File: src/rtl/adcp_pkg.sv
package adcp_pkg;

    // Data bus and configuration widths
    localparam int unsigned DATA_W = 10;
    localparam int unsigned CFG_W  = 8;

    // Register index field on the top two bus bits
    localparam int unsigned IDX_HI = 9;
    localparam int unsigned IDX_LO = 8;
    localparam logic [1:0]  IDX_CFG_ZERO = 2'h0;
    localparam logic [1:0]  IDX_CFG_ONE  = 2'h1;

    // Configuration register zero fields
    localparam int unsigned CR0_CHAN_LO    = 0;
    localparam int unsigned CR0_CONT_BIT   = 3;
    localparam int unsigned CR0_DUAL_BIT   = 2;
    localparam int unsigned CR0_INTYPE_BIT = 4;

    // Configuration register one fields
    localparam int unsigned CR1_RES_LO     = 0;
    localparam int unsigned CR1_BINARY_BIT = 2;
    localparam int unsigned CR1_PWRDN_BIT  = 3;
    localparam int unsigned CR1_CONVERSION_START_N_BIT = 6;
    localparam int unsigned CR1_EXTCLK_BIT = 7;

    // Reset values of both configuration registers
    localparam logic [7:0] CR0_RESET = 8'h00;
    localparam logic [7:0] CR1_RESET = 8'h00;

    // Resolution codes
    localparam logic [1:0] RES_10 = 2'h0;
    localparam logic [1:0] RES_8  = 2'h1;
    localparam logic [1:0] RES_4  = 2'h2;

    // Result masks per resolution and sign flip for two's complement
    localparam logic [9:0] MASK_8   = 10'h3FC;
    localparam logic [9:0] MASK_4   = 10'h3C0;
    localparam logic [9:0] SIGN_BIT = 10'h200;

    // Conversion length in system clock steps, two bits per step
    localparam int unsigned CONV_STEPS = 5;
    localparam int unsigned STEP_W     = 3;

    // Internal oscillator period and clock period
    localparam int unsigned OSC_PERIOD_NS = 100;
    localparam int unsigned CLK_PERIOD_NS = 4;
    localparam int unsigned OSC_DIV = (OSC_PERIOD_NS + CLK_PERIOD_NS - 1) / CLK_PERIOD_NS;

    // Result FIFO depth
    localparam int unsigned FIFO_DEPTH = 16;

    // Conversion sequencer states
    typedef enum logic [1:0] {
        ST_IDLE   = 2'b00,
        ST_SAMPLE = 2'b01,
        ST_CONV   = 2'b10,
        ST_PUSH   = 2'b11
    } adcp_state_e;

    // One result word with its channel tag
    typedef struct packed {
        logic       chan;
        logic [9:0] data;
    } adcp_word_s;

endpackage

File: src/rtl/adcp_ctrl.sv
`timescale 1ns/1ps
// Behaviour
// - Start-strobe fall samples, rise starts conversion
// - Start strobe works without chip select
// - Select fall resets counters, enables bus
// - Select rise disables bus and write
// - Select gates output in start-strobe modes
// - Bus driven only while selected and strobed
// - End of conversion in interrupt modes: interrupt falls
// - Interrupt low on fifth system clock fall
// - Interrupt held until select or read rises
// - Read fall starts conversion if selected
// - Continuous: read fall converts, releases old result
// - Read rise is read strobe, bus released
// - Trigger source chosen by configuration
// - System clock from oscillator or external input
// - Two result bits per system clock
// - Conversion takes five system clocks
// - Serial bits assembled into parallel word
// - Bus bit zero carries the LSB
// - Four modes: interrupt/continuous, mono/dual
// - Dual mode samples both channels together
// - Inputs single-ended or differential pairs
// - Two's complement and resolution programmable
// - Index bits pick register, eight bits stored
// - Power-down: reads return both configs, no conversions
// - Bit four selects input type
module adcp_ctrl
    import adcp_pkg::*;
#(
    parameter int unsigned OSC_DIV_P = OSC_DIV,
    parameter int unsigned DEPTH_P   = FIFO_DEPTH
) (
    // Clock and reset
    input  wire logic        clk,
    input  wire logic        rst,
    // Host strobes
    input  wire logic        cs_n,
    input  wire logic        rd_n,
    input  wire logic        wr_n,
    input  wire logic        conversion_start_n,
    // Data bus pins
    input  wire logic [9:0]  data_in,
    output logic      [9:0]  data_out,
    output logic             data_oe_n,
    // Open-drain interrupt pin
    output logic             int_out,
    output logic             int_oe_n,
    // External clock pin
    input  wire logic        external_clock_in,
    // Conversion core
    input  wire logic [1:0]  core_bits_a,
    input  wire logic [1:0]  core_bits_b,
    output logic             sample_hold,
    output logic             core_step,
    // Configuration seen by the analog side
    output logic [1:0]       chan_sel,
    output logic             input_type_select,
    output logic             dual_mode,
    output logic             power_down
);
    localparam int unsigned DW = $clog2(OSC_DIV_P + 1);

    // Strobe history for edge detection
    logic cs_n_q;
    logic rd_n_q;
    logic wr_n_q;
    logic cst_n_q;
    logic ext_q;
    logic cs_fall;
    logic cs_rise;
    logic rd_fall;
    logic rd_rise;
    logic wr_rise;
    logic cst_fall;
    logic cst_rise;

    assign cs_fall  = cs_n_q && !cs_n;
    assign cs_rise  = !cs_n_q && cs_n;
    assign rd_fall  = rd_n_q && !rd_n;
    assign rd_rise  = !rd_n_q && rd_n;
    assign wr_rise  = !wr_n_q && wr_n;
    assign cst_fall = cst_n_q && !conversion_start_n;
    assign cst_rise = !cst_n_q && conversion_start_n;

    // Configuration registers
    logic [7:0] cfg_zero_q;        // config_reg_zero
    logic [7:0] cfg_one_q;         // config_reg_one
    logic [9:0] wr_data_q;         // Bus value held while write is low
    logic       mode_cont;
    logic       mode_dual;
    logic       use_conversion_start_n;
    logic       pwrdn;

    assign mode_cont  = cfg_zero_q[CR0_CONT_BIT];
    assign mode_dual  = cfg_zero_q[CR0_DUAL_BIT];
    assign use_conversion_start_n = cfg_one_q[CR1_CONVERSION_START_N_BIT] && !mode_cont;
    assign pwrdn      = cfg_one_q[CR1_PWRDN_BIT];

    // Sequencer and engine state
    adcp_state_e state_q;
    logic [STEP_W-1:0] step_q;     // Completed system clock steps
    logic [9:0] shift_a_q;         // Channel A serial result
    logic [9:0] shift_b_q;         // Channel B serial result
    logic       push_chan_q;       // Which channel is being pushed
    logic       dual_run_q;        // Dual mode latched at start
    logic [DW-1:0] div_q;          // Internal oscillator divider
    logic       sys_fall;          // System clock falling edge enable
    logic       start_req;         // Conversion start event
    logic       samp_req;          // Sampling start event

    // Result FIFO links
    adcp_word_s fifo_in;
    adcp_word_s fifo_out;
    logic       fifo_in_valid;
    logic       fifo_in_ready;
    logic       fifo_out_valid;
    logic       fifo_pop;

    // Readback and bus state
    logic       rb_idx_q;          // Power-down readback pointer
    logic       from_fifo_q;       // Bus word came from the FIFO
    logic       int_low_q;         // Interrupt pin pulled low

    // Edge history, sampled each cycle
    always_ff @(posedge clk) begin
        if (rst) begin
            cs_n_q  <= 1'b1;
            rd_n_q  <= 1'b1;
            wr_n_q  <= 1'b1;
            cst_n_q <= 1'b1;
            ext_q   <= 1'b0;
        end else begin
            cs_n_q  <= cs_n;
            rd_n_q  <= rd_n;
            wr_n_q  <= wr_n;
            cst_n_q <= conversion_start_n;
            ext_q   <= external_clock_in;
        end
    end

    // Internal oscillator divider, restarted by select fall
    always_ff @(posedge clk) begin
        if (rst || cs_fall) begin
            div_q <= '0;
        end else if (div_q == DW'(OSC_DIV_P - 1)) begin
            div_q <= '0;
        end else begin
            div_q <= div_q + DW'(1);
        end
    end

    // System clock falling edge from the chosen source
    always_comb begin
        if (cfg_one_q[CR1_EXTCLK_BIT]) begin
            sys_fall = ext_q && !external_clock_in;
        end else begin
            sys_fall = (div_q == DW'(OSC_DIV_P - 1));
        end
    end

    // Trigger decode per mode
    always_comb begin
        samp_req  = 1'b0;
        start_req = 1'b0;
        if (!pwrdn) begin
            if (use_conversion_start_n) begin
                samp_req  = cst_fall;
                start_req = cst_rise;
            end else begin
                start_req = rd_fall && !cs_n;
            end
        end
    end

    // Write capture into the indexed register
    always_ff @(posedge clk) begin
        if (rst) begin
            wr_data_q  <= '0;
            cfg_zero_q <= CR0_RESET;
            cfg_one_q  <= CR1_RESET;
        end else begin
            // Hold bus value while the write strobe is low
            if (!wr_n && !cs_n) begin
                wr_data_q <= data_in;
            end
            // Store on write rise, only while selected
            if (wr_rise && !cs_n) begin
                case (wr_data_q[IDX_HI:IDX_LO])
                    IDX_CFG_ZERO: cfg_zero_q <= wr_data_q[CFG_W-1:0];
                    IDX_CFG_ONE:  cfg_one_q  <= wr_data_q[CFG_W-1:0];
                    default:      ;
                endcase
            end
        end
    end

    // Conversion sequencer
    always_ff @(posedge clk) begin
        if (rst) begin
            state_q     <= ST_IDLE;
            step_q      <= '0;
            push_chan_q <= 1'b0;
            dual_run_q  <= 1'b0;
        end else begin
            case (state_q)
                // Waiting for a trigger
                ST_IDLE: begin
                    push_chan_q <= 1'b0;
                    step_q      <= '0;
                    dual_run_q  <= mode_dual;
                    if (samp_req) begin
                        state_q <= ST_SAMPLE;
                    end else if (start_req) begin
                        state_q <= ST_CONV;
                    end
                end
                // Tracking inputs until the start edge
                ST_SAMPLE: begin
                    if (start_req) begin
                        state_q <= ST_CONV;
                    end
                end
                // Five system clock steps
                ST_CONV: begin
                    if (sys_fall) begin
                        step_q <= step_q + STEP_W'(1);
                        if (step_q == STEP_W'(CONV_STEPS - 1)) begin
                            state_q <= ST_PUSH;
                        end
                    end
                end
                // Hand words to the FIFO, stalled while full
                ST_PUSH: begin
                    if (fifo_in_ready) begin
                        if (dual_run_q && !push_chan_q) begin
                            push_chan_q <= 1'b1;
                        end else begin
                            state_q <= ST_IDLE;
                        end
                    end
                end
                default: state_q <= ST_IDLE;
            endcase
        end
    end

    // Two bits per step into both channel shifters
    always_ff @(posedge clk) begin
        if (rst) begin
            shift_a_q <= '0;
            shift_b_q <= '0;
        end else if (state_q == ST_CONV && sys_fall) begin
            shift_a_q <= {shift_a_q[7:0], core_bits_a};
            shift_b_q <= {shift_b_q[7:0], core_bits_b};
        end
    end

    // Output word: resolution mask then code format
    always_comb begin
        fifo_in.chan = push_chan_q;
        fifo_in.data = push_chan_q ? shift_b_q : shift_a_q;
        case (cfg_one_q[CR1_RES_LO +: 2])
            RES_8:   fifo_in.data = fifo_in.data & MASK_8;
            RES_4:   fifo_in.data = fifo_in.data & MASK_4;
            default: fifo_in.data = fifo_in.data;
        endcase
        if (!cfg_one_q[CR1_BINARY_BIT]) begin
            fifo_in.data = fifo_in.data ^ SIGN_BIT;
        end
    end

    assign fifo_in_valid = (state_q == ST_PUSH);
    assign fifo_pop      = rd_rise && from_fifo_q && !cs_n_q;

    // Result buffer between engine and bus
    adcp_fifo #(
        .WIDTH ($bits(adcp_word_s)),
        .DEPTH (DEPTH_P)
    ) u_fifo (
        .clk       (clk),
        .rst       (rst),
        .in_valid  (fifo_in_valid),
        .in_ready  (fifo_in_ready),
        .in_data   (fifo_in),
        .out_valid (fifo_out_valid),
        .out_ready (fifo_pop),
        .out_data  (fifo_out)
    );

    // Interrupt pin: pulled low at end of conversion in interrupt modes
    always_ff @(posedge clk) begin
        if (rst) begin
            int_low_q <= 1'b0;
        end else if (cs_rise || rd_rise) begin
            int_low_q <= 1'b0;
        end else if (state_q == ST_CONV && sys_fall && !mode_cont
                     && step_q == STEP_W'(CONV_STEPS - 1)) begin
            int_low_q <= 1'b1;
        end
    end

    // Power-down readback pointer
    always_ff @(posedge clk) begin
        if (rst || cs_fall || !pwrdn) begin
            rb_idx_q <= 1'b0;
        end else if (rd_rise && !cs_n_q) begin
            rb_idx_q <= !rb_idx_q;
        end
    end

    // Bus word latched on read fall
    always_ff @(posedge clk) begin
        if (rst) begin
            data_out    <= '0;
            from_fifo_q <= 1'b0;
        end else if (cs_fall) begin
            from_fifo_q <= 1'b0;
        end else if (rd_fall && !cs_n) begin
            if (pwrdn) begin
                data_out    <= rb_idx_q ? {IDX_CFG_ONE, cfg_one_q}
                                        : {IDX_CFG_ZERO, cfg_zero_q};
                from_fifo_q <= 1'b0;
            end else if (fifo_out_valid) begin
                data_out    <= fifo_out.data;
                from_fifo_q <= 1'b1;
            end else begin
                from_fifo_q <= 1'b0;
            end
        end else if (rd_rise) begin
            from_fifo_q <= 1'b0;
        end
    end

    // Bus drive: only while selected and reading
    always_ff @(posedge clk) begin
        if (rst) begin
            data_oe_n <= 1'b1;
        end else begin
            data_oe_n <= cs_n || rd_n;
        end
    end

    // Registered pin and core outputs
    always_ff @(posedge clk) begin
        if (rst) begin
            int_out           <= 1'b0;
            int_oe_n          <= 1'b1;
            sample_hold       <= 1'b0;
            core_step         <= 1'b0;
            chan_sel          <= '0;
            input_type_select <= 1'b0;
            dual_mode         <= 1'b0;
            power_down        <= 1'b0;
        end else begin
            int_out           <= 1'b0;
            int_oe_n          <= !int_low_q;
            sample_hold       <= (state_q == ST_SAMPLE);
            core_step         <= (state_q == ST_CONV) && sys_fall;
            chan_sel          <= cfg_zero_q[CR0_CHAN_LO +: 2];
            input_type_select <= cfg_zero_q[CR0_INTYPE_BIT];
            dual_mode         <= mode_dual;
            power_down        <= pwrdn;
        end
    end

endmodule

File: src/rtl/adcp_fifo.sv
`timescale 1ns/1ps
module adcp_fifo #(
    parameter int unsigned WIDTH = 11,
    parameter int unsigned DEPTH = 16
) (
    // Clock and reset
    input  wire logic             clk,
    input  wire logic             rst,
    // Fill side
    input  wire logic             in_valid,
    output logic                  in_ready,
    input  wire logic [WIDTH-1:0] in_data,
    // Drain side
    output logic                  out_valid,
    input  wire logic             out_ready,
    output logic [WIDTH-1:0]      out_data
);
    localparam int unsigned AW = $clog2(DEPTH);

    logic [WIDTH-1:0] mem_q [DEPTH];   // Storage
    logic [AW-1:0]    wr_q;            // Write index
    logic [AW-1:0]    rd_q;            // Read index
    logic [AW:0]      cnt_q;           // Fill count
    logic             push;
    logic             pop;

    // Handshakes
    assign in_ready  = (cnt_q != (AW+1)'(DEPTH));
    assign out_valid = (cnt_q != '0);
    assign out_data  = mem_q[rd_q];
    assign push      = in_valid && in_ready;
    assign pop       = out_valid && out_ready;

    // Storage write
    always_ff @(posedge clk) begin
        if (push) begin
            mem_q[wr_q] <= in_data;
        end
    end

    // Pointers and count
    always_ff @(posedge clk) begin
        if (rst) begin
            wr_q  <= '0;
            rd_q  <= '0;
            cnt_q <= '0;
        end else begin
            if (push) begin
                wr_q <= (wr_q == AW'(DEPTH - 1)) ? '0 : wr_q + AW'(1);
            end
            if (pop) begin
                rd_q <= (rd_q == AW'(DEPTH - 1)) ? '0 : rd_q + AW'(1);
            end
            cnt_q <= cnt_q + (AW+1)'(push) - (AW+1)'(pop);
        end
    end

endmodule

File: config.mk
export PLATFORM = sky130hd
export DESIGN_NAME = adcp_ctrl
export DESIGN_NICKNAME = d
export VERILOG_FILES = /design/src/rtl/adcp_pkg.sv /design/src/rtl/adcp_ctrl.sv /design/src/rtl/adcp_fifo.sv
export SDC_FILE = /design/constraint.sdc
export NUM_CORES = 1
export LEC_CHECK = 0
export BUFFER_PORTS_ARGS = -buffer_cell sky130_fd_sc_hd__clkbuf_2
export CORE_UTILIZATION = 60
export CTS_BUF_LIST = sky130_fd_sc_hd__clkbuf_16
export CTS_CLUSTER_SIZE = 28
export DETAILED_ROUTE_END_ITERATION = 12
export PLACE_DENSITY = 0.78
export SLEW_MARGIN = 30
export SYNTH_ARGS = -nofsm -noshare
export SYNTH_HDL_FRONTEND = slang
export SYNTH_SLANG_ARGS = --single-unit
File: constraint.sdc
create_clock -name clk -period 3.7 [get_ports clk]
set_input_delay 0.74 -clock clk [delete_from_list [all_inputs] [get_ports clk]]
set_output_delay 0.74 -clock clk [all_outputs]
set_load 0.05 [all_outputs]
**Word level (Yosys, flattened, before mapping)**

Memory sizes are Yosys's and may differ from the RTL's. A register that Yosys moved wholly into a read port is not among the register bits.
Cells that the tools add are included.

- Logic and storage cells: 143
- Register bits: 98
- Input bits: 21
- Memories kept: 1
- Bits in writable memories: 176

Memory list:

| name | depth | width | rd ports | clocked after Yosys merged registers in | wr ports | line | source |
|---|---|---|---|---|---|---|---|
| u_fifo.mem_q | 16 | 11 | 1 | 1 | 1 | adcp_fifo.sv:20 | `logic [WIDTH-1:0] mem_q [DEPTH];` |

- Reductions and logical operators: 55
- Bitwise logic cells: 2
- Equality and inequality tests: 16
- Mux-type cells: 33
- Add/subtract/negate cells: 6

Operators with widths:

| kind | count |
|---|---|
| 2-to-1 mux 10 bit | 4 |
| logical AND 1 bit | 21 |
| 2-to-1 mux 4 bit | 4 |
| zero test 1 bit | 14 |
| 2-to-1 mux 1 bit | 13 |
| 2-to-1 mux 2 bit | 6 |
| case mux 6 bit (2 select lines) | 1 |
| inequality test 2 bit, second input constant | 5 |
| 2-to-1 mux 9 bit | 1 |
| adder 4 x 1 -> 4 bit, second input constant | 2 |
| equality test 4 bit, second input constant | 2 |
| case mux 2 bit (4 select lines) | 1 |
| nonzero test 2 bit | 4 |
| equality test 2 x 1 -> 1 bit, second input constant | 3 |
| equality test 2 bit, second input constant | 3 |
| case mux 3 bit (2 select lines) | 1 |
| AND reduction 2 bit | 3 |
| AND reduction 3 bit | 2 |
| OR reduction 2 bit | 3 |
| adder 5 x 1 -> 5 bit | 1 |
| adder 5 x 1 -> 5 bit, second input constant | 1 |
| equality test 5 bit, second input constant | 1 |
| inequality test 5 bit, second input constant | 1 |
| nonzero test 5 bit | 1 |
| 9 further kinds | 14 |

**Longest topological paths before layout**

- Word-level depth: 8
- Gate-level depth with buffers: 14
- Gate-level depth less buffers: 13

**Modules after synthesis**

From an unflattened synthesis, not the netlist that was laid out.

- Cell total of the unflattened synthesis: 769
- Area, all modules: 11,165.7 um^2

By module, submodules not included:

| module | instances | sequential area each (um^2) | area an instance (um^2) | cells an instance |
|---|---|---|---|---|
| adcp_fifo | 1 | 5,625.4 | 7,526.0 | 385 |
| adcp_ctrl | 1 | 1,701.6 | 3,639.7 | 384 |

**Least setup slack after synthesis**

No wires, ideal clock.

- Kind: register to register
- Start point: reg u_fifo.cnt_q[3]
- End point: reg u_fifo.cnt_q[4]
- Arrival: 2.882 ns
- Setup time: 0.071 ns
- Stages on the path, launching flop included: 15
- Path slack: 0.748 ns
- Clock period less this slack: 2.952 ns
- Path through: dfxtp_1 -> inv_1 -> ha_1 -> or4b_1 -> clkbuf_2 -> nand2_1 -> inv_1 -> ha_1 -> inv_1 -> ha_1 -> fa_1 -> a21oi_1 -> nor2_1 -> or3_1 -> a21oi_1

- Elaborated cells on any way between the ends: 6

RTL lines:

| item | line | source |
|---|---|---|
| from (decl) | adcp_fifo.sv:23 | `logic [AW:0] cnt_q;` |
| from (signal assigned) | adcp_fifo.sv:54 | `cnt_q <= cnt_q + (AW+1)'(push) - (AW+1)'(pop);` |
| nonzero test 5 bit | adcp_fifo.sv:29 | `assign out_valid = (cnt_q != '0);` |
| logical AND 1 bit | adcp_fifo.sv:32 | `assign pop = out_valid && out_ready;` |
| via u_fifo.pop | adcp_fifo.sv:25 | `logic pop;` |
| subtractor 5 x 1 -> 5 bit | adcp_fifo.sv:54 |  |

The timed path passes the listed nets, and every way through them passes these cells.
A chain may end at the register's enable or synchronous reset.

**Worst setup path in the final report**

Ends and elaborated chain as after synthesis.

==> qor.csv <==
metric,value,unit
Cell variety after synth,62,
gr busiest metal,met2,
largest net degree at the start of global routing,94,
Setup WS post-layout,0.401,ns
Final Cycle Share,89.2,%
Clock Latency Late Sink,0.52,ns
via count,6506,
Max Freq,303,MHz
"Slew Viols, Final",0,
max-cap viol count,0,
setup violators final,0,
Final GP Congestion,0.864,
cts repair resizes,0,
Die Span Y,135,um
clk sink count,262,
Mapped Nets,806,
crit path capture type,flop,
Worst Path Required,4.13,ns
Leakage,0.00411,uW
Post-Synthesis Cell Area,0.0107,sq mm
dpl hpwl,14200,um
DRC,0,
Final Cell Area,0.0119,sq mm
chip width,135,um
Synth warnings,0,
met2 usage,41.3,%
RSZ-0062 raised after global routing,false,
met3 Usage GRT,4.12,%
"Avg Cell Area, Syn",13.9,sq um
drt via density,6.17,
CTS Hold Bufs,0,
simple-gate area share of the yosys netlist,8.97,%
Post-CTS Setup Inserts,0,
layout cell share with drive strength beyond 1,19.3,%
Power Density,483,mW/mm^2
vias in the first global route,6392,
Crit Path Max Fanout,8,
root buffer cell,clkbuf_16,
clock skew,0.0201,ns
most common flop cell mapped by yosys,edfxtp_1,
main combinational cell family by area after synthesis,multiplexers,
WP data arrival,3.73,ns
Synth Area in XOR/XNOR,0.739,%
Synth Area in Adders,2.06,%
total track usage,25.4,%
status,"finished, final reports clean",
antenna-violating nets left,0,
core box area,0.0174,sq mm
Critical Path Source Type,flop,
Placed Instance Area,0.0111,sq mm
Final min period,3.30,ns
Hold WS,0.401,ns
pre-CTS setup slack,0.458,ns
cell row count,48,
post-synthesis compound-gate area fraction,7.05,%
maximum clock path buffer count,3,
initial core utilization,61.5,%
CTS tree,yes,
Total Wirelength,22800,um
setup TNS,0,ns
post-synthesis mux area share,14.1,%
Hold Path Class,reg -> reg,
Post-synth EDFFs,160,
post-synthesis async set-or-reset flop share,0,%
number of I/O port buffers,39,
"Hold Violations, Final",0,
Pre-antenna DRT Iters,5,
total CTS buffers,25,
"Seq/Total Area, Yosys",64.2,%
initial antenna violation count,0,
Yosys reg bits,262,
first-pass GRT wire length,34900,um
Worst VDD drop,337,uV
Final nets,848,
Post-Syn Instances,768,
DR iter-0 viols,632,
htree depth,1,
Slew HR,38.0,%
GR Overflow Total,0,
WS Path Type,reg -> reg,
ant diodes,0,
Worst-Margin Slew,0.930,ns
P&R area growth vs syn,11.9,%
Die Area,0.0183,sq mm
Wirelength per Cell,21.6,um
I/O Pins,41,
M1 GR Usage,35.2,%
Clock Pin Slew Worst Setup and Hold Paths,0.06,ns
-- cell type report --
cell class                      instances  area (sq um)
Inverter                               20          75.1
Fill cell                            1109          5410
Multi-Input combinational cell        439          3540
Clock buffer                           25           626
Tap cell                              225           282
Sequential cell                       262          6850
Clock inverter                         21           208
Timing Repair Buffer                   62           368
-- worst max-delay path: stages, from the launching register on --
cell	delay [ns]
dfxtp_1	0.33
inv_1	0.09
ha_1	0.21
or4b_1	0.61
nand2_1	0.23
inv_1	0.07
ha_1	0.27
inv_1	0.04
ha_1	0.22
fa_1	0.44
a21oi_1	0.16
nor2_1	0.06
or3_1	0.34
a21oi_1	0.15
-- cell usage in the layout, fill, tap and decap left out, types with 3 or more instances in the layout --
cell type,Yosys,final
a211oi_1,4,4
a21oi_1,43,43
a22oi_1,8,8
a2bb2oi_1,7,7
a311o_1,3,3
a31oi_1,3,3
and3_1,3,3
buf_4,2,23
bufinv_16,0,4
clkbuf_16,0,25
clkbuf_2,1,38
clkinv_2,0,6
clkinvlp_4,0,3
dfxtp_1,102,101
edfxtp_1,160,160
ha_1,16,16
inv_1,20,25
mux2_2,20,20
mux2i_1,43,43
mux4_1,15,15
mux4_2,20,20
nand2_1,41,41
nand2b_1,7,7
nand3_1,29,29
nand4b_1,4,4
nor2_1,62,56
nor2_2,0,6
nor2b_1,16,15
nor3_1,8,8
o21a_1,3,3
o21ai_0,26,26
o21ai_1,8,8
or2_2,5,5
or3_1,3,3
xnor2_1,3,3
xor2_1,6,5
-- per-layer routing --
metal,up-vias,share of wire (%)
li1,2961,-
met1,3245,43
met2,258,48
met3,42,6.6
met4,0,2.6
met5,-,0
-- registers in the layout, indices dropped and copies added (netlist names), 8 cells and up, named ones only --
register and count:
shift_a_q 10, u_fifo.mem_q 160, shift_b_q 10, data_out 10
cfg_zero_q 8, cfg_one_q 8, wr_data_q 10
-- cell families (layout without fill, tap and decap cells) --
logic type      Yosys count  in the layout
mux                      98             98
compound gates          121            121
xor+xnor                  9              9
buf+inv                  67            128
flops                   262            262
fa+ha+maj                17             17
other cells               1              1
simple gates            193            193
-- metrics by stage --
stage | std cells | total power (uW) | utilization [%]
after global routing | 1054 | 5910 | 68.8
final | 1054 | 5770 | 68.8
after CTS | 1054 | 5800 | 68.7
after global placement | 1008 | 3250 | 63.9
after detailed placement | 1008 | 3250 | 63.9
after floorplan | 768 | 3220 | -
-- power breakdown --
part           leakage [uW]  internal, uW  switching [uW]
clock              0.000423          1510            1060
combinational       0.00136          32.7            68.9
sequential          0.00232          3080            13.0
-- synthesized netlist by cell type (7+ instances only) --
library cell	instances	area, sq um
nand3_1	29	145
ha_1	16	200
edfxtp_1	160	4800
a21oi_1	43	215
nand2b_1	7	43.8
inv_1	20	75.1
nand2_1	41	154
o21ai_1	8	40.0
mux2i_1	43	430
nor2b_1	16	100
mux4_2	20	450
nor3_1	8	40.0
mux2_2	20	225
a2bb2oi_1	7	61.3
nor2_1	62	233
o21ai_0	26	130
mux4_1	15	394
clkbuf_1	28	105
dfxtp_1	102	2040
a22oi_1	8	60.1
-- worst paths after layout --
path              startpoint         endpoint  slack, ns  cells past startpoint
max reg2reg  u_fifo.cnt_q[3]  u_fifo.cnt_q[4]       0.40                     13
max          u_fifo.cnt_q[3]  u_fifo.cnt_q[4]       0.40                     13
min                int_low_q         int_oe_n       0.40                      1
min reg2reg        int_low_q         int_oe_n       0.40                      1
Power figures use the tool's default switching activity.
